## src/hdl/mixvol_pkg.sv

```systemverilog
// constants for the mixer gain and headphone volume register slice
package mixvol_pkg;
  // register offsets on the control interface
  localparam logic [7:0] ADDR_REC_MIX = 8'h63;
  localparam logic [7:0] ADDR_RETURN = 8'h64;
  localparam logic [7:0] ADDR_HP_LEFT = 8'h68;
  localparam logic [7:0] ADDR_HP_RIGHT = 8'h69;

  // right record mixer fields
  localparam int THIRD_GAIN_LSB = 13;
  localparam int SECOND_GAIN_LSB = 5;
  localparam int BOOST_BIT = 0;

  // return path fields
  localparam int DEST_BIT = 15;
  localparam int RET_GAIN_LSB = 1;

  // headphone channel fields
  localparam int ENABLE_BIT = 15;
  localparam int MUTE_BIT = 14;
  localparam int ZC_BIT = 13;
  localparam int COMMIT_BIT = 8;
  localparam int VOL_LSB = 2;

  // widths
  localparam int GAIN_W = 3;
  localparam int VOL_W = 6;
  localparam int REG_W = 16;

  // values after reset
  localparam logic [2:0] GAIN_OFF = 3'h0;
  localparam logic [5:0] VOL_ZERO_DB = 6'h39;
  localparam logic [15:0] RDATA_RESET = 16'h0000;

  // zero-cross applier states
  typedef enum logic [1:0] {
    ZC_IDLE = 2'b01,
    ZC_WAIT = 2'b10
  } zc_state_e;
endpackage

```

## src/hdl/vol_applier.sv

```systemverilog
// one headphone channel: active volume, applied at once or at a zero crossing
`timescale 1ns/1ps
module vol_applier (
  // clock and reset
  input wire logic clk,
  input wire logic rst,
  // commit request and mode
  input wire logic commit,
  input wire logic zc_mode,
  input wire logic zc_det,
  input wire logic [5:0] new_vol,
  // applied gain
  output logic [5:0] active_vol,
  output logic pending
);
  typedef struct packed {
    mixvol_pkg::zc_state_e st;
    logic [5:0] pend_vol;
    logic [5:0] act_vol;
  } app_s;

  app_s s_r;
  app_s s_nxt;

  always_comb begin
    s_nxt = s_r;
    case (s_r.st)
      mixvol_pkg::ZC_IDLE: begin
        if (commit && !zc_mode) begin
          s_nxt.act_vol = new_vol;
        end else if (commit) begin
          s_nxt.pend_vol = new_vol;
          s_nxt.st = mixvol_pkg::ZC_WAIT;
        end
      end
      mixvol_pkg::ZC_WAIT: begin
        // a fresh commit replaces the held value; mode cleared releases it at once
        if (commit && !zc_mode) begin
          s_nxt.act_vol = new_vol;
          s_nxt.st = mixvol_pkg::ZC_IDLE;
        end else if (commit) begin
          s_nxt.pend_vol = new_vol;
        end else if (zc_det || !zc_mode) begin
          s_nxt.act_vol = s_r.pend_vol;
          s_nxt.st = mixvol_pkg::ZC_IDLE;
        end
      end
      default: begin
        s_nxt.st = mixvol_pkg::ZC_IDLE;
      end
    endcase
  end

  always_ff @(posedge clk) begin
    if (rst) begin
      s_r.st <= mixvol_pkg::ZC_IDLE;
      s_r.pend_vol <= mixvol_pkg::VOL_ZERO_DB;
      s_r.act_vol <= mixvol_pkg::VOL_ZERO_DB;
    end else begin
      s_r <= s_nxt;
    end
  end

  assign active_vol = s_r.act_vol;
  assign pending = (s_r.st == mixvol_pkg::ZC_WAIT);
endmodule

```

## src/hdl/mixer_volume_regs.sv

```systemverilog
// register slice for right record mixer, return path and first headphone pair
`timescale 1ns/1ps
module mixer_volume_regs (
  // clock and reset
  input wire logic CORE_CLK,
  input wire logic SYS_RST,
  // control interface register port
  input wire logic [7:0] REG_ADDR,
  input wire logic [15:0] REG_WDATA,
  input wire logic REG_WR,
  input wire logic REG_RD,
  output logic [15:0] REG_RDATA,
  // record mixer and return path controls
  output logic [2:0] THIRD_RIGHT_IN_RECORD_GAIN,
  output logic [2:0] SECOND_RIGHT_IN_RECORD_GAIN,
  output logic RIGHT_PREAMP_BOOST,
  output logic RETURN_PATH_DEST_SELECT,
  output logic [2:0] RETURN_PATH_GAIN,
  // zero-cross detectors from the analogue outputs
  input wire logic HP_LEFT_ZC_DET,
  input wire logic HP_RIGHT_ZC_DET,
  // headphone left
  output logic HP_LEFT_ENABLE,
  output logic HP_LEFT_MUTE,
  output logic HP_LEFT_ZERO_CROSS,
  output logic [5:0] HP_LEFT_VOLUME,
  output logic HP_LEFT_VOL_PENDING,
  // headphone right
  output logic HP_RIGHT_ENABLE,
  output logic HP_RIGHT_MUTE,
  output logic HP_RIGHT_ZERO_CROSS,
  output logic [5:0] HP_RIGHT_VOLUME,
  output logic HP_RIGHT_VOL_PENDING
);
  typedef struct packed {
    logic [2:0] third_gain;
    logic [2:0] second_gain;
    logic boost;
    logic dest;
    logic [2:0] ret_gain;
    logic l_en;
    logic l_mute;
    logic l_zc;
    logic [5:0] l_vol;
    logic r_en;
    logic r_mute;
    logic r_zc;
    logic [5:0] r_vol;
    logic [15:0] rdata;
  } regs_s;

  regs_s st_r;
  regs_s st_nxt;
  logic wr_rec;
  logic wr_ret;
  logic wr_left;
  logic wr_right;
  logic commit;

  assign wr_rec = REG_WR && (REG_ADDR == mixvol_pkg::ADDR_REC_MIX);
  assign wr_ret = REG_WR && (REG_ADDR == mixvol_pkg::ADDR_RETURN);
  assign wr_left = REG_WR && (REG_ADDR == mixvol_pkg::ADDR_HP_LEFT);
  assign wr_right = REG_WR && (REG_ADDR == mixvol_pkg::ADDR_HP_RIGHT);
  // either channel register carries the shared update bit
  assign commit = (wr_left || wr_right) && REG_WDATA[mixvol_pkg::COMMIT_BIT];

  always_comb begin
    st_nxt = st_r;
    if (wr_rec) begin
      st_nxt.third_gain = REG_WDATA[mixvol_pkg::THIRD_GAIN_LSB +: mixvol_pkg::GAIN_W];
      st_nxt.second_gain = REG_WDATA[mixvol_pkg::SECOND_GAIN_LSB +: mixvol_pkg::GAIN_W];
      st_nxt.boost = REG_WDATA[mixvol_pkg::BOOST_BIT];
    end
    if (wr_ret) begin
      st_nxt.dest = REG_WDATA[mixvol_pkg::DEST_BIT];
      st_nxt.ret_gain = REG_WDATA[mixvol_pkg::RET_GAIN_LSB +: mixvol_pkg::GAIN_W];
    end
    if (wr_left) begin
      st_nxt.l_en = REG_WDATA[mixvol_pkg::ENABLE_BIT];
      st_nxt.l_mute = REG_WDATA[mixvol_pkg::MUTE_BIT];
      st_nxt.l_zc = REG_WDATA[mixvol_pkg::ZC_BIT];
      st_nxt.l_vol = REG_WDATA[mixvol_pkg::VOL_LSB +: mixvol_pkg::VOL_W];
    end
    if (wr_right) begin
      st_nxt.r_en = REG_WDATA[mixvol_pkg::ENABLE_BIT];
      st_nxt.r_mute = REG_WDATA[mixvol_pkg::MUTE_BIT];
      st_nxt.r_zc = REG_WDATA[mixvol_pkg::ZC_BIT];
      st_nxt.r_vol = REG_WDATA[mixvol_pkg::VOL_LSB +: mixvol_pkg::VOL_W];
    end
    // reads return the shadow volume; the update bit is a strobe and reads 0
    if (REG_RD) begin
      case (REG_ADDR)
        mixvol_pkg::ADDR_REC_MIX: begin
          st_nxt.rdata = {st_r.third_gain, 5'h00, st_r.second_gain, 4'h0, st_r.boost};
        end
        mixvol_pkg::ADDR_RETURN: begin
          st_nxt.rdata = {st_r.dest, 11'h000, st_r.ret_gain, 1'b0};
        end
        mixvol_pkg::ADDR_HP_LEFT: begin
          st_nxt.rdata = {st_r.l_en, st_r.l_mute, st_r.l_zc, 5'h00, st_r.l_vol, 2'h0};
        end
        mixvol_pkg::ADDR_HP_RIGHT: begin
          st_nxt.rdata = {st_r.r_en, st_r.r_mute, st_r.r_zc, 5'h00, st_r.r_vol, 2'h0};
        end
        default: begin
          st_nxt.rdata = mixvol_pkg::RDATA_RESET;
        end
      endcase
    end
  end

  always_ff @(posedge CORE_CLK) begin
    if (SYS_RST) begin
      st_r.third_gain <= mixvol_pkg::GAIN_OFF;
      st_r.second_gain <= mixvol_pkg::GAIN_OFF;
      st_r.boost <= 1'b0;
      st_r.dest <= 1'b0;
      st_r.ret_gain <= mixvol_pkg::GAIN_OFF;
      st_r.l_en <= 1'b0;
      st_r.l_mute <= 1'b0;
      st_r.l_zc <= 1'b0;
      st_r.l_vol <= mixvol_pkg::VOL_ZERO_DB;
      st_r.r_en <= 1'b0;
      st_r.r_mute <= 1'b0;
      st_r.r_zc <= 1'b0;
      st_r.r_vol <= mixvol_pkg::VOL_ZERO_DB;
      st_r.rdata <= mixvol_pkg::RDATA_RESET;
    end else begin
      st_r <= st_nxt;
    end
  end

  // the commit takes the value of the write that carries it, and the zero-cross
  // mode of that same write, so one write both sets and commits
  vol_applier u_left (
    .clk(CORE_CLK),
    .rst(SYS_RST),
    .commit(commit),
    .zc_mode(st_nxt.l_zc),
    .zc_det(HP_LEFT_ZC_DET),
    .new_vol(st_nxt.l_vol),
    .active_vol(HP_LEFT_VOLUME),
    .pending(HP_LEFT_VOL_PENDING)
  );

  vol_applier u_right (
    .clk(CORE_CLK),
    .rst(SYS_RST),
    .commit(commit),
    .zc_mode(st_nxt.r_zc),
    .zc_det(HP_RIGHT_ZC_DET),
    .new_vol(st_nxt.r_vol),
    .active_vol(HP_RIGHT_VOLUME),
    .pending(HP_RIGHT_VOL_PENDING)
  );

  assign REG_RDATA = st_r.rdata;
  assign THIRD_RIGHT_IN_RECORD_GAIN = st_r.third_gain;
  assign SECOND_RIGHT_IN_RECORD_GAIN = st_r.second_gain;
  assign RIGHT_PREAMP_BOOST = st_r.boost;
  assign RETURN_PATH_DEST_SELECT = st_r.dest;
  assign RETURN_PATH_GAIN = st_r.ret_gain;
  assign HP_LEFT_ENABLE = st_r.l_en;
  assign HP_LEFT_MUTE = st_r.l_mute;
  assign HP_LEFT_ZERO_CROSS = st_r.l_zc;
  assign HP_RIGHT_ENABLE = st_r.r_en;
  assign HP_RIGHT_MUTE = st_r.r_mute;
  assign HP_RIGHT_ZERO_CROSS = st_r.r_zc;
endmodule

```

## config.mk

```make
export PLATFORM = sky130hd
export DESIGN_NAME = mixer_volume_regs
export DESIGN_NICKNAME = d
export VERILOG_FILES = /design/src/hdl/mixvol_pkg.sv /design/src/hdl/vol_applier.sv /design/src/hdl/mixer_volume_regs.sv
export SDC_FILE = /design/constraint.sdc
export NUM_CORES = 1
export LEC_CHECK = 0
export BUFFER_PORTS_ARGS = -buffer_cell sky130_fd_sc_hd__clkbuf_2
export CORE_ASPECT_RATIO = 0.75
export CORE_UTILIZATION = 58
export DETAILED_ROUTE_END_ITERATION = 8
export PLACE_DENSITY = 0.86
export RECOVER_POWER = 25
export SLEW_MARGIN = 10
export SYNTH_ARGS = -nofsm -noshare
export SYNTH_HDL_FRONTEND = slang
export SYNTH_HIERARCHICAL = 1
export SYNTH_SLANG_ARGS = --single-unit
```

## constraint.sdc

```tcl
create_clock -name CORE_CLK -period 4.7 [get_ports CORE_CLK]
set_input_delay 0.235 -clock CORE_CLK [delete_from_list [all_inputs] [get_ports CORE_CLK]]
set_output_delay 0.235 -clock CORE_CLK [all_outputs]
set_load 0.05 [all_outputs]
```

Yosys cells after proc, flatten, opt, wreduce, memory -nomap -nowiden
Cells that the tools add are included.
{ "totals": {"reg_bits": 73, "input_bits": 30, "out_inout_bits": 47, "wordCells": 91} }
{ "op_classes": {"eq_ne": 22, "mux": 29, "reduce_logical": 20} }
{ "op_table": {"columns": ["cell", "n"], "rows": [
  ["6-bit 2-to-1 mux", 12],
  ["16-bit case mux with 4 select lines", 1],
  ["12-bit case mux with 2 select lines", 2],
  ["8-bit by 7-bit == test with 1-bit output, second input constant", 4],
  ["8-bit 2-to-1 mux", 4],
  ["4-bit AND reduction", 4],
  ["7-bit 2-to-1 mux", 2],
  ["2-bit 2-to-1 mux", 6],
  ["2-bit by 1-bit inequality test with 1-bit output, second input constant", 5],
  ["2-bit inequality test, second input constant", 5],
  ["5-bit AND reduction", 2],
  ["2-bit case mux with 2 select lines", 2],
  ["1-bit logical AND", 7],
  ["3-bit by 1-bit inequality test with 1-bit output, second input constant", 2],
  ["2-bit by 1-bit == test with 1-bit output, second input constant", 2],
  ["2-bit == test, second input constant", 2],
  ["2-bit nonzero test", 2],
  ["1-bit logical OR", 3],
  ["3-bit by 2-bit inequality test with 1-bit output, second input constant", 1],
  ["3-bit inequality test, second input constant", 1],
  ["1-bit zero test", 2]
]} }

Longest topological paths before layout
Gate-level depths: netlist of run 1.
{ "depth": {"word_depth": 9, "ltp_mapped": 8, "depth_no_buf": 7} }

Modules after synthesis
The synthesis of run 1 kept the hierarchy.
{ "by_module_without_submodules": {"columns": ["mod", "n_inst", "cells_each", "area_each_um2", "seq_area_each_um2"], "rows": [
  ["mixer_volume_regs", 1, 197, 1953.1, 800.8],
  ["vol_applier", 2, 74, 706.9, 280.3]
]} }

Worst setup path after synthesis of run 1
OpenSTA, ideal clock, no wires.
{ "synth_path": {"kind": "input port to flip-flop", "from": "input port REG_ADDR[7]", "to": "register u_right.s_r (netlist bit u_right/active_vol[0])", "setup_time_ns": 0.125, "arrival_time_ns": 2.097, "required_ns": 4.575, "setup_slack_ns": 2.478, "stages": 7, "n_path_buf": 0, "cell_sequence": "nand4bb_1 -> nor4_4 -> mux2_2 -> nand2b_1 -> and3_1 -> a221oi_1 -> o21ai_1"} }
{ "synth_rtl": {"columns": ["element", "line", "source"], "rows": [
  ["start, declared", "mixer_volume_regs.sv:8", "input wire logic [7:0] REG_ADDR,"],
  ["end signal, assigned", "vol_applier.sv:60", "s_r <= s_nxt;"],
  ["end, declared", "vol_applier.sv:22", "app_s s_r;"]
]} }

==> results of run 1 <==
==> state kept, by name (all words and copies together), names as in the netlist <==
register and cells:
RETURN_PATH_GAIN 3, HP_LEFT_MUTE 1, THIRD_RIGHT_IN_RECORD_GAIN 3, st_r 12, HP_RIGHT_ENABLE 1, HP_LEFT_ENABLE 1
RETURN_PATH_DEST_SELECT 1, SECOND_RIGHT_IN_RECORD_GAIN 3, HP_RIGHT_ZERO_CROSS 1, u_left/active_vol 6, HP_RIGHT_MUTE 1, u_right/s_r 8
u_right/active_vol 6, u_left/s_r 8, HP_LEFT_ZERO_CROSS 1, REG_RDATA 11, RIGHT_PREAMP_BOOST 1
==> power by group <==
group	switching [mW]	internal, mW
logic	0.0399	0.0159
registers	0.000270	0.576
clock network	0.222	0.312
total	0.262	0.904
==> through the flow <==
step                cell area (µm²)  total power, mW
finish                         3640             1.17
global route                   3640             1.20
CTS                            3680             1.17
detailed placement             3450            0.645
global placement               3450            0.644
floorplan                      3380            0.627
==> worst min-delay path: cells and delay by family <==
kind | cells | cell delay, ns
buf+inv | 1 | 0.08
mux | 1 | 0.05
simple gates | 1 | 0.07
==> layer usage <==
metal,GRT usage,up-vias,part of all wire
met4,0.149,0,0.023
met2,0.422,141,0.46
met1,0.314,1309,0.44
li1,-,1271,-
met3,0.0756,19,0.078
met5,0,-,0
==> cells in the final DEF (no fill, tap or decap), types with 6 or more instances in the layout <==
| cell | n |
|---|---|
| a221oi_1 | 12 |
| and2b_1 | 6 |
| and3_1 | 15 |
| clkbuf_1 | 25 |
| clkbuf_2 | 43 |
| clkbuf_8 | 10 |
| dfxtp_1 | 68 |
| mux2_2 | 16 |
| mux2i_1 | 25 |
| nand2_1 | 18 |
| nor2_1 | 20 |
| nor2b_1 | 6 |
| nor3_1 | 16 |
| o21ai_0 | 8 |
| o21ai_1 | 8 |
| or2_2 | 7 |
==> worst paths after layout <==
check / depth (start not counted) / end / slack, ns
setup reg to reg: 5 / u_right/active_vol[3]$_SDFFE_PP1P_ / 2.96
setup / recovery: 8 / u_right/active_vol[3]$_SDFFE_PP1P_ / 2.44
hold / removal: 3 / RETURN_PATH_GAIN[0]$_SDFFE_PP0P_ / 0.12
hold reg to reg: 2 / REG_RDATA[7]$_SDFFE_PP0P_ / 0.46
==> cells by family (layout without fill, tap and decap cells) <==
kind of cell	Yosys count	count (layout)
other cells	1	5
buf+inv	56	89
compound gates	53	53
xor+xnor	2	2
simple gates	124	124
flops	68	68
mux	41	41
==> layout make-up <==
cell class / count / area (µm²) / area share
flip-flops and latches: 68 / 1360 / 0.373
well taps: 75 / 93.8 / 0.0257
repair buffers: 68 / 309 / 0.0848
clock inverters: 6 / 87.6 / 0.0240
clock buffers: 10 / 138 / 0.0378
multi-input cells: 225 / 1640 / 0.449
inverters: 5 / 18.8 / 0.00515
==> results.md, run 1 <==
* Largest net degree at the start of global routing at 45
* Nets at 407
* Synth Instances at 345
* Die height at 68.0 µm
* Fraction of registers with async set/reset at 0
* RSZ-0062 raised after global routing: false
* Final Hold Viols at 0
* Pins over their slew limit at 0
* Synth Cell Area at 3370 µm²
* Worst setup margin at 2.44 ns
* Crit path max-delay cell type: mux2_2
* MaxCap Viol Count at 0
* Total congestion overflow at 0
* IO Port Bufs at 67
* CTS tree: built
* Fin crit share at 0.480
* Worst R2R Start: HP_RIGHT_ZERO_CROSS$_SDFF_PP0_
* Setup violators final at 0
* Post-layout min period at 2.26 ns
* 1st-iter DRT viols at 280
* Dpl cells at 441
* CP peak stage delay at ~0.45 ns
* Drt wl/cell at roughly 17 µm
* Multiplexer share of the synthesized area at 0.128
* Static Leak at 1.50 nW
* Via density per instance at between 5 and 6
* RePlAce Congestion at 0.839
* Post-synth EDFFs at 0
* Fraction of layout cells with a size suffix above 1 at 0.259
* Outcome: finished, final reports clean
* Resized cells post-CTS at 0
* Simple-Gate Fraction of Synth Area at 0.223
* IO Count at 77
* Critical Path AT at 2.48 ns
* PD cells at about 320 nW/µm²
* Top_reg_cell synth: dfxtp_1
* First-pass GRT wire length at 12.1 mm
* Maximum root-to-sink buffer count at 2
* Fill cells at 468
* GRT Util Overall at 0.259
* Synth area leaders: dfxtp_1 40%, buf_4 9.1%, mux2i_1 7.4%
* CTS Buf Count at 9
* Root buffer cell: clkbuf_8
* Crit. Startpoint: REG_ADDR[0]
* Routed Antenna Nets at 0
* Critical Path RT at 4.92 ns
* Average size of a mapped cell at between 9 and 10 µm²
* Post-synthesis cell type count at 50
* Final hold slack at about 0.12 ns
* CTS H-Tree Depth at 3
* Initial antenna violation count at 0
* Hold Crit Class: input pin to register
* Vias in the first global route at ~2500
* Core Box Area at approximately 5500 µm²
* Main combinational cell family by area after synthesis: simple AND/OR/NAND/NOR gates
* Worst path bufs/invs at 1
* Final core utilization at 0.667
* TritonCTS Sinks at 68
* CTS Hold Buffers Added at 0
* First-pass DRT Iterations at 8
* Critical path launch point type: input pin
* Top cell type's share of synthesized area at 0.404
* Compound-Gate Fraction of Synth Area at 0.124
* Register area share after synthesis at 0.404
* Post-synthesis adder-cell area fraction at 0
* Final Non-Filler Cells at approximately 460
* Worst ir drop on vdd at 181 µV
* Max Fclk at between 400 and 500 MHz
* Die area at 6120 µm²
* Starting Density at 0.616
* Worst-Margin Slew at 0.872 ns
* Synthesis-to-finish area growth at 8.25%
* Top post-synthesis cells by count: 68 x dfxtp_1, 41 x buf_4, 25 x mux2i_1
* Antenna Cells at 0
* Leading area contributor after synthesis: dfxtp_1
* Yosys warning count at 6
* CP Max Fanout at 10
* # DRC at 0
* Most frequent cell after synthesis: dfxtp_1
* Vias at 2740
* Setup CP Type: input pin to register
* Setup Skew at between 0.004 and 0.005 ns
* DIE WIDTH at 90.0 µm
* Worst-Skew Late Latency at between 0.3 and 0.4 ns
* CP delay by family, top: simple AND/OR/NAND/NOR gates
* Setup Fix Bufs, Post-CTS at 0
* Synth Area in XOR/XNOR at 0.00520
* Hold Startpoint: REG_WDATA[1]
* Critical path, cell by cell: clkbuf_1 > nand3b_1 > nor4_4 > mux2_2 > nand2b_1 > and3_1 > a221oi_1 > o21ai_1
* Row count at 23
* Setup TNS at 0 ns
* Final wirelength at between 7 and 8 mm
* Pre-CTS setup slack at about 2.3 ns
* CP Capture Type: register
* #FFs+latches synth at 68
* CTS clk-pin slew, worst paths at around 0.07 ns
* Post-DP HPWL at 5.40 mm
* Relative slew margins at 0.419
No activity file was read; power rests on OpenSTA's default activity.
==> run 2, diff against run 1 <==
Settings changed: ABC_AREA set to 1, CORE_UTILIZATION 58 to 49, PLACE_DENSITY 0.86 to 0.77.
Clock period 4.7 ns to 1.9 ns, I/O delays scaled along.
==> run 2 against run 1 <==
Clock power rose by 110%; final area is 4.2% higher; register-to-register slack got worse by 2.7 ns; via count up 15%; synthesized area rose by 2.0%; first-iteration DRC count is 3.2% lower; hold slack got worse by 0.12 ns; synthesized cell count rose by 42%; clock-buffer cell count rose by 1.
==> results.md, run 2 <==
* Outcome: finished, final reports clean
* MaxCap Viol Count at 0 (unchanged)
* Die area at 7350 µm² (+20%)
* Setup Fix Bufs, Post-CTS at 0 (unchanged)
* # DRC at 0 (unchanged)
* Post-synthesis adder-cell area fraction at 0 (unchanged)
* Vias in the first global route at 2754 (+11%)
* Flop2flop setup slack at 0.28 ns (-2.68 ns)
* Fill cells at 675 (+44%)
* Synthesis-to-finish area growth at 10.6%
* Final Non-Filler Cells at 621 (+36%)
* Static Leak at 1.89 nW (+26%)
* Dpl cells at 605 (+37%)
* Worst-Margin Slew at 0.834 ns (-0.0379 ns)
* #FFs+latches synth at 68 (unchanged)
* Top post-synthesis cells by count: 162 x nand2_1, 68 x dfxtp_1, 67 x nand3_1
* Synth Instances at 489 (+42%)
* Multiplexer share of the synthesized area at 0 (-0.128)
* Most frequent cells in the layout: 164 x nand2_1, 68 x dfxtp_1, 67 x nand3_1
* Area of the multi-input gates at 1590 µm² (-2.8%)
* Via density per instance at 5.09 (-15%)
* Yosys warning count at 6 (unchanged)
* Starting Density at 0.505 (-0.111)
* CP Max Fanout at 6 (-4)
* Critical path launch point type: input pin
* Worst setup margin at 0.283 ns (-2.16 ns)
* Synth area leaders: dfxtp_1 40%, nand2_1 18%, nand3_1 9.8%
* Main combinational cell family by area after synthesis: simple AND/OR/NAND/NOR gates
* Setup violators final at 0 (unchanged)
* Final core utilization at 0.559 (-0.108)
* Max Fclk at 618 MHz
* Power Total at 2.72 mW (+130%)
* Register area at 1360 µm² (unchanged)
* CTS Hold Buffers Added at 0 (unchanged)
* First-pass DRT Iterations at 5 (-3)
* Pre-CTS setup slack at -0.00472 ns (-2.27 ns)
* CP Capture Type: register
* Drt wl/cell at 12.8 µm (-26%)
* RePlAce Congestion at 0.877 (+4.5%)
* CTS H-Tree Depth at 3 (unchanged)
* Leading area contributor after synthesis: dfxtp_1
* RSZ-0062 raised after global routing: false
* Resized cells post-CTS at 0 (unchanged)
* Final wirelength at 7.95 mm (+0.53%)
* Max reg flops at 12 (unchanged)
* 1st-iter DRT viols at 271 (-3.2%)
* Pins over their slew limit at 0 (unchanged)
* Vias at 3158 (+15%)
* Setup TNS at 0 ns (unchanged)
* Fin area at 3800 µm² (+4.2%)
* Simple-Gate Fraction of Synth Area at 0.385 (+0.162)
* Die height at 74.5 µm (+9.6%)
* Routed Antenna Nets at 0 (unchanged)
* Post-DP HPWL at 6.03 mm (+12%)
* Post-synth EDFFs at 0 (unchanged)
* Relative slew margins at 0.444 (+0.0252)
* Placed inst area at 3630 µm² (+5.0%)
* PD cells at 717 nW/µm² (+120%)
* Largest reg by FF count: st_r
* Fraction of registers with async set/reset at 0 (unchanged)
* Antenna Cells at 0 (unchanged)
* Fraction of layout cells with a size suffix above 1 at 0.235 (-0.0245)
* Fin crit share at 0.851
* Average size of a mapped cell at 7.02 µm² (-28%)
* Critical Path AT at 1.89 ns (-0.59 ns)
* CTS clk-pin slew, worst paths at 0.07 ns (about the same)
* Critical Path RT at 2.17 ns (-2.75 ns)
* Worst ir drop on vdd at 562 µV (+210%)
* Setup CP Type: input pin to register
* Final Hold Viols at 0 (unchanged)
* Compound-Gate Fraction of Synth Area at 0.0747 (-0.0498)
* Synth Cell Area at 3430 µm² (+2.0%)
* Maximum root-to-sink buffer count at 2 (unchanged)
* CTS Buf Count at 9 (unchanged)
* IO Count at 77 (unchanged)
* GRT Util Overall at 0.231 (-0.0276)
* Top_reg_cell synth: dfxtp_1
* Most frequent cell after synthesis: nand2_1
* Post-synthesis cell type count at 27 (-46%)
* Top cell type's share of synthesized area at 0.397 (-0.00781)
* Core Box Area at 6800 µm² (+24%)
* First-pass GRT wire length at 13.2 mm (+8.8%)
* Most common cell after layout, fill and taps aside: nand2_1
* Root buffer cell: clkbuf_8
* Hold Crit Class: input pin to register
* Total congestion overflow at 0 (unchanged)
* Worst-Skew Late Latency at 0.35 ns (about the same)
* Final hold slack at 0.00406 ns (-0.116 ns)
* Setup Skew at 0.00571 ns (+0.000985 ns)
* Row count at 26 (+13%)
* Largest net degree at the start of global routing at 19 (-58%)
* IO Port Bufs at 67 (unchanged)
* Nets at 562 (+38%)
* Register area share after synthesis at 0.397 (-0.00781)
* Synth Area in XOR/XNOR at 0 (-0.00520)
* Post-layout min period at 1.62 ns
* Initial antenna violation count at 0 (unchanged)
* DIE WIDTH at 98.7 µm (+9.6%)
* TritonCTS Sinks at 68 (unchanged)
* CTS tree: built
[run 2: cell types whose count changed in the layout (fill, tap and decap cells not counted), sizes merged, moves of 16 or more]
cell	before	now
inv	5	38
nor3	16	0
mux2	16	0
nand2	20	174
nand3	5	69
mux2i	25	0
a21oi	5	27
[run 2: layout make-up]
type	instances	area share
clock buffer	11	0.0346
tap	84	0.0277
multi-input combinational	336	0.419
sequential	68	0.358
inverter	41	0.0418
clock inverter	5	0.0138
timing repair buffer	76	0.105
[run 2: critical path, cell delays in order]
cell,delay [ns]
clkbuf_2,0.10
inv_2,0.05
nand2_1,0.09
nor2_1,0.19
nand2_1,0.18
nor2_4,0.16
inv_2,0.05
o21ai_1,0.15
inv_1,0.13
nand2_1,0.14
inv_2,0.04
o21ai_1,0.25
nand2_1,0.10
a21oi_1,0.15
[run 2: cells by family after synthesis]
| family | after synthesis |
|---|---|
| other | 1 |
| DFF | 68 |
| and+or+nand+nor | 284 |
| AOI/OAI and AO/OA | 47 |
| buffers and inverters | 89 |
[run 2: report_power, final]
group / switching, mW / leakage, nW / total, mW / internal, mW
logic: 0.114 / 1.25 / 0.150 / 0.0353
registers: 0.00241 / 0.549 / 1.43 / 1.43
clock network: 0.541 / 0.0931 / 1.14 / 0.600
total: 0.658 / 1.89 / 2.72 / 2.06
[run 2: per-layer routing]
| metal | vias up | track usage | part of all wire |
|---|---|---|---|
| met5 | - | 0 | 0 |
| met4 | 0 | 0.0597 | 0.0098 |
| met3 | 9 | 0.0667 | 0.078 |
| met2 | 129 | 0.357 | 0.44 |
| met1 | 1424 | 0.321 | 0.47 |
| li1 | 1596 | - | - |
[run 2: final timing paths]
kind / from / end / depth (start not counted)
worst max register to register: HP_LEFT_ZERO_CROSS$_SDFF_PP0_ / u_left/s_r[7]$_SDFFE_PP0P_ / 8
worst min register to register: u_right/s_r[11]$_SDFFE_PP1P_ / u_right/s_r[11]$_SDFFE_PP1P_ / 2
worst max-delay path: REG_ADDR[2] / u_left/s_r[7]$_SDFFE_PP0P_ / 14
worst min-delay path: REG_WDATA[0] / RIGHT_PREAMP_BOOST$_SDFFE_PP0P_ / 3
==> run 3, diff against run 2 <==
Settings changed: PLACE_DENSITY 0.77 to 0.76.
==> run 3 against run 2 <==
Setup slack better by 0.014 ns; combinational power hardly changed; final area grew 1.2%; die area is the same; critical endpoint is now u_right/active_vol[2]$_SDFFE_PP0P_; routed wire length is 2.0% higher; global-route usage increased by 0.26 points; sequential share of layout area shrank 0.43 points; clock-buffer cell count stayed put; largest power group unchanged; first-iteration DRC count down 31%; clock skew grew 0.0050 ns; maximum frequency increased by 0.86%; sequential power about the same.
==> results.md, run 3 (synthesized netlist as in run 2, its figures left out) <==
* RePlAce Congestion at 0.882 (+0.66%)
* Fin crit share at 0.844 (-0.00725)
* Critical path launch point type: input pin
* Via density per instance at 5.09 (about the same)
* DIE WIDTH at 98.7 µm (unchanged)
* Max reg flops at 12 (unchanged)
* 1st-iter DRT viols at 188 (-31%)
* Met3 GRT Util at 0.0742 (+0.00752)
* Total congestion overflow at 0 (unchanged)
* Die height at 74.5 µm (unchanged)
* Vias in the first global route at 2800 (+1.7%)
* First-pass DRT Iterations at 4 (-1)
* Fraction of layout cells with a size suffix above 1 at 0.229 (-0.00559)
* Nets at 563 (+0.18%)
* Relative slew margins at 0.663 (+0.219)
* First-pass GRT wire length at 13.2 mm (+0.48%)
* Core Box Area at 6800 µm² (unchanged)
* Most common cell after layout, fill and taps aside: nand2_1
* GRT Util Overall at 0.234 (+0.00259)
* Post-DP HPWL at 5.98 mm (-0.93%)
* Row count at 26 (unchanged)
* Antenna Cells at 0 (unchanged)
* Die area at 7350 µm² (unchanged)
* Crit. Startpoint: REG_ADDR[2]
* R2r worst-path depth at 8 (unchanged)
* Worst R2R Start: HP_LEFT_ZERO_CROSS$_SDFF_PP0_
* Worst ir drop on vdd at 347 µV (-38%)
* CTS tree: built
* Pins over their slew limit at 0 (unchanged)
* Setup CP Type: input pin to register
* Drt wl/cell at 13.1 µm (+2.0%)
* MaxCap Viol Count at 0 (unchanged)
* Post-layout min period at 1.60 ns (-0.0138 ns)
* Hold Startpoint: REG_WDATA[14]
* Setup Fix Bufs, Post-CTS at 0 (unchanged)
* Worst-Skew Late Latency at 0.36 ns (about the same)
* Vias at 3159 (+0.032%)
* Static Leak at 1.91 nW (+0.92%)
* Switching share of power at 0.228 (-0.0136)
* CP Capture Type: register
* Critical Path AT at 1.85 ns (-0.04 ns)
* Final core utilization at 0.565 (+0.00681)
* Most frequent cells in the layout: 164 x nand2_1, 68 x dfxtp_1, 67 x nand3_1, 67 x clkbuf_2, 30 x inv_1
* Final Hold Viols at 0 (unchanged)
* Setup Skew at 0.0107 ns (+0.00497 ns)
* # DRC at 0 (unchanged)
* Switch Pwr at 0.671 mW (+1.9%)
* Maximum root-to-sink buffer count at 2 (unchanged)
* Internal cell power at 2.27 mW (+9.9%)
* M2 GR Usage at 0.378 (+0.0211)
* Hold Crit Class: input pin to register
* Largest net degree at the start of global routing at 19 (unchanged)
* Crit path capture: u_right/active_vol[2]$_SDFFE_PP0P_
* Critical Path RT at 2.15 ns (-0.02 ns)
* CP Max Fanout at 7 (+1)
* Root buffer cell: clkbuf_8
* Final wirelength at 8.11 mm (+2.0%)
* Worst-Margin Slew at 0.501 ns (-0.332 ns)
* Routed Antenna Nets at 0 (unchanged)
* CTS clk-pin slew, worst paths at 0.07 ns (about the same)
* Placed inst area at 3620 µm² (-0.21%)
* CTS Buf Count at 9 (unchanged)
* Flop2flop setup slack at 0.30 ns (about the same)
* Combinational Power Share at 0.052 (-0.003)
* TritonCTS Sinks at 68 (unchanged)
* R2r endpoint: u_left/s_r[8]$_SDFFE_PP0P_
* IO Count at 77 (unchanged)
* CTS H-Tree Depth at 3 (unchanged)
* Clock group share of total power at 0.461 (+0.042)
* Fin area at 3840 µm² (+1.2%)
* Initial antenna violation count at 0 (unchanged)
* Largest reg by FF count: st_r
* IO Port Bufs at 67 (unchanged)
* Max Fclk at 624 MHz (+0.86%)
* RSZ-0062 raised after global routing: false
* Seq pwr share at 0.487 (-0.039)
* Outcome: finished, final reports clean
* Global route hottest layer: met2
* Synthesis-to-finish area growth at 12.0%
* PD cells at 764 nW/µm² (+6.6%)
* Starting Density at 0.505 (unchanged)
* Grt met1 use at 0.303 (-0.0183)
* Setup violators final at 0 (unchanged)
==> run 3: cell types whose count changed in the layout (fill, tap and decap cells not counted), sizes merged <==
cell / delta
buf: -3
clkbuf: +2
clkinv: -2
dlygate4sd3: +2
bufinv: +1
==> run 3: timing repair <==
action | in CTS | in global routing
hold buffers | 2 | 0
endpoints found under the hold margin | 2 | 0
gates resized for setup | 0 | 0
==> run 3: area by class of cell <==
class | instances | area (µm²)
fill | 654 | 2960
multi-input combinational | 336 | 1590
sequential | 68 | 1360
timing repair buffer | 77 | 404
inverter | 41 | 159
clock buffer | 11 | 151
tap | 84 | 105
clock inverter | 4 | 72.6
==> run 3: through the flow <==
stage | std cells | hold slack (ns) | power (mW) | worst slack [ns] | setup TNS (ns)
final | 621 | 0.0301 | 2.94 | 0.296 | 0
after global routing | 621 | 0.0433 | 3.01 | 0.0606 | 0
after CTS | 621 | 0.00963 | 2.96 | 0.300 | 0
after detailed placement | 604 | 0.361 | 1.62 | -0.0236 | -0.0434
after global placement | 604 | 0.358 | 1.61 | 0.0612 | 0
after floorplan | 493 | 0.164 | 1.57 | 0.190 | 0
==> run 3: worst min-delay path by stage <==
stage	depth (start not counted)	slack [ns]	to
3_3_place_gp	3	0.36	RETURN_PATH_GAIN[0]$_SDFFE_PP0P_
4_1_cts	3	0.01	HP_LEFT_MUTE$_SDFFE_PP0N_
5_1_grt	3	0.04	THIRD_RIGHT_IN_RECORD_GAIN[1]$_SDFFE_PP0P_
3_5_place_dp	3	0.36	RETURN_PATH_GAIN[0]$_SDFFE_PP0P_
2_1_floorplan	1	0.16	u_left/s_r[7]$_SDFFE_PP0P_
6_report	3	0.03	HP_LEFT_MUTE$_SDFFE_PP0N_
==> run 3: power by group through the flow <==
stage,registers [mW],logic (mW),clock network (mW)
after floorplan,1.46,0.104,0
after global placement,1.46,0.148,0
after CTS,1.43,0.155,1.38
after detailed placement,1.46,0.151,0
final,1.43,0.153,1.35
after global routing,1.43,0.165,1.42
==> run 3: critical path: stages <==
cell and delay, ns:
clkbuf_2 0.09, inv_1 0.07, nand2_2 0.07, nor2_4 0.14, nand2_4 0.09, nor2_8 0.16, inv_6 0.03, or2_1 0.21
o21ai_2 0.07, inv_1 0.11, inv_1 0.07, nand2_1 0.15, nand2_4 0.16, clkinv_1 0.09, nand2_1 0.06, nand2_1 0.04
nor2_1 0.08, nor2_1 0.05
==> run 3: metal layers <==
layer | wire length (µm) | share of wire
met5 | 0 | 0
met4 | 88 | 0.011
met3 | 601 | 0.074
met2 | 3620 | 0.45
met1 | 3800 | 0.47
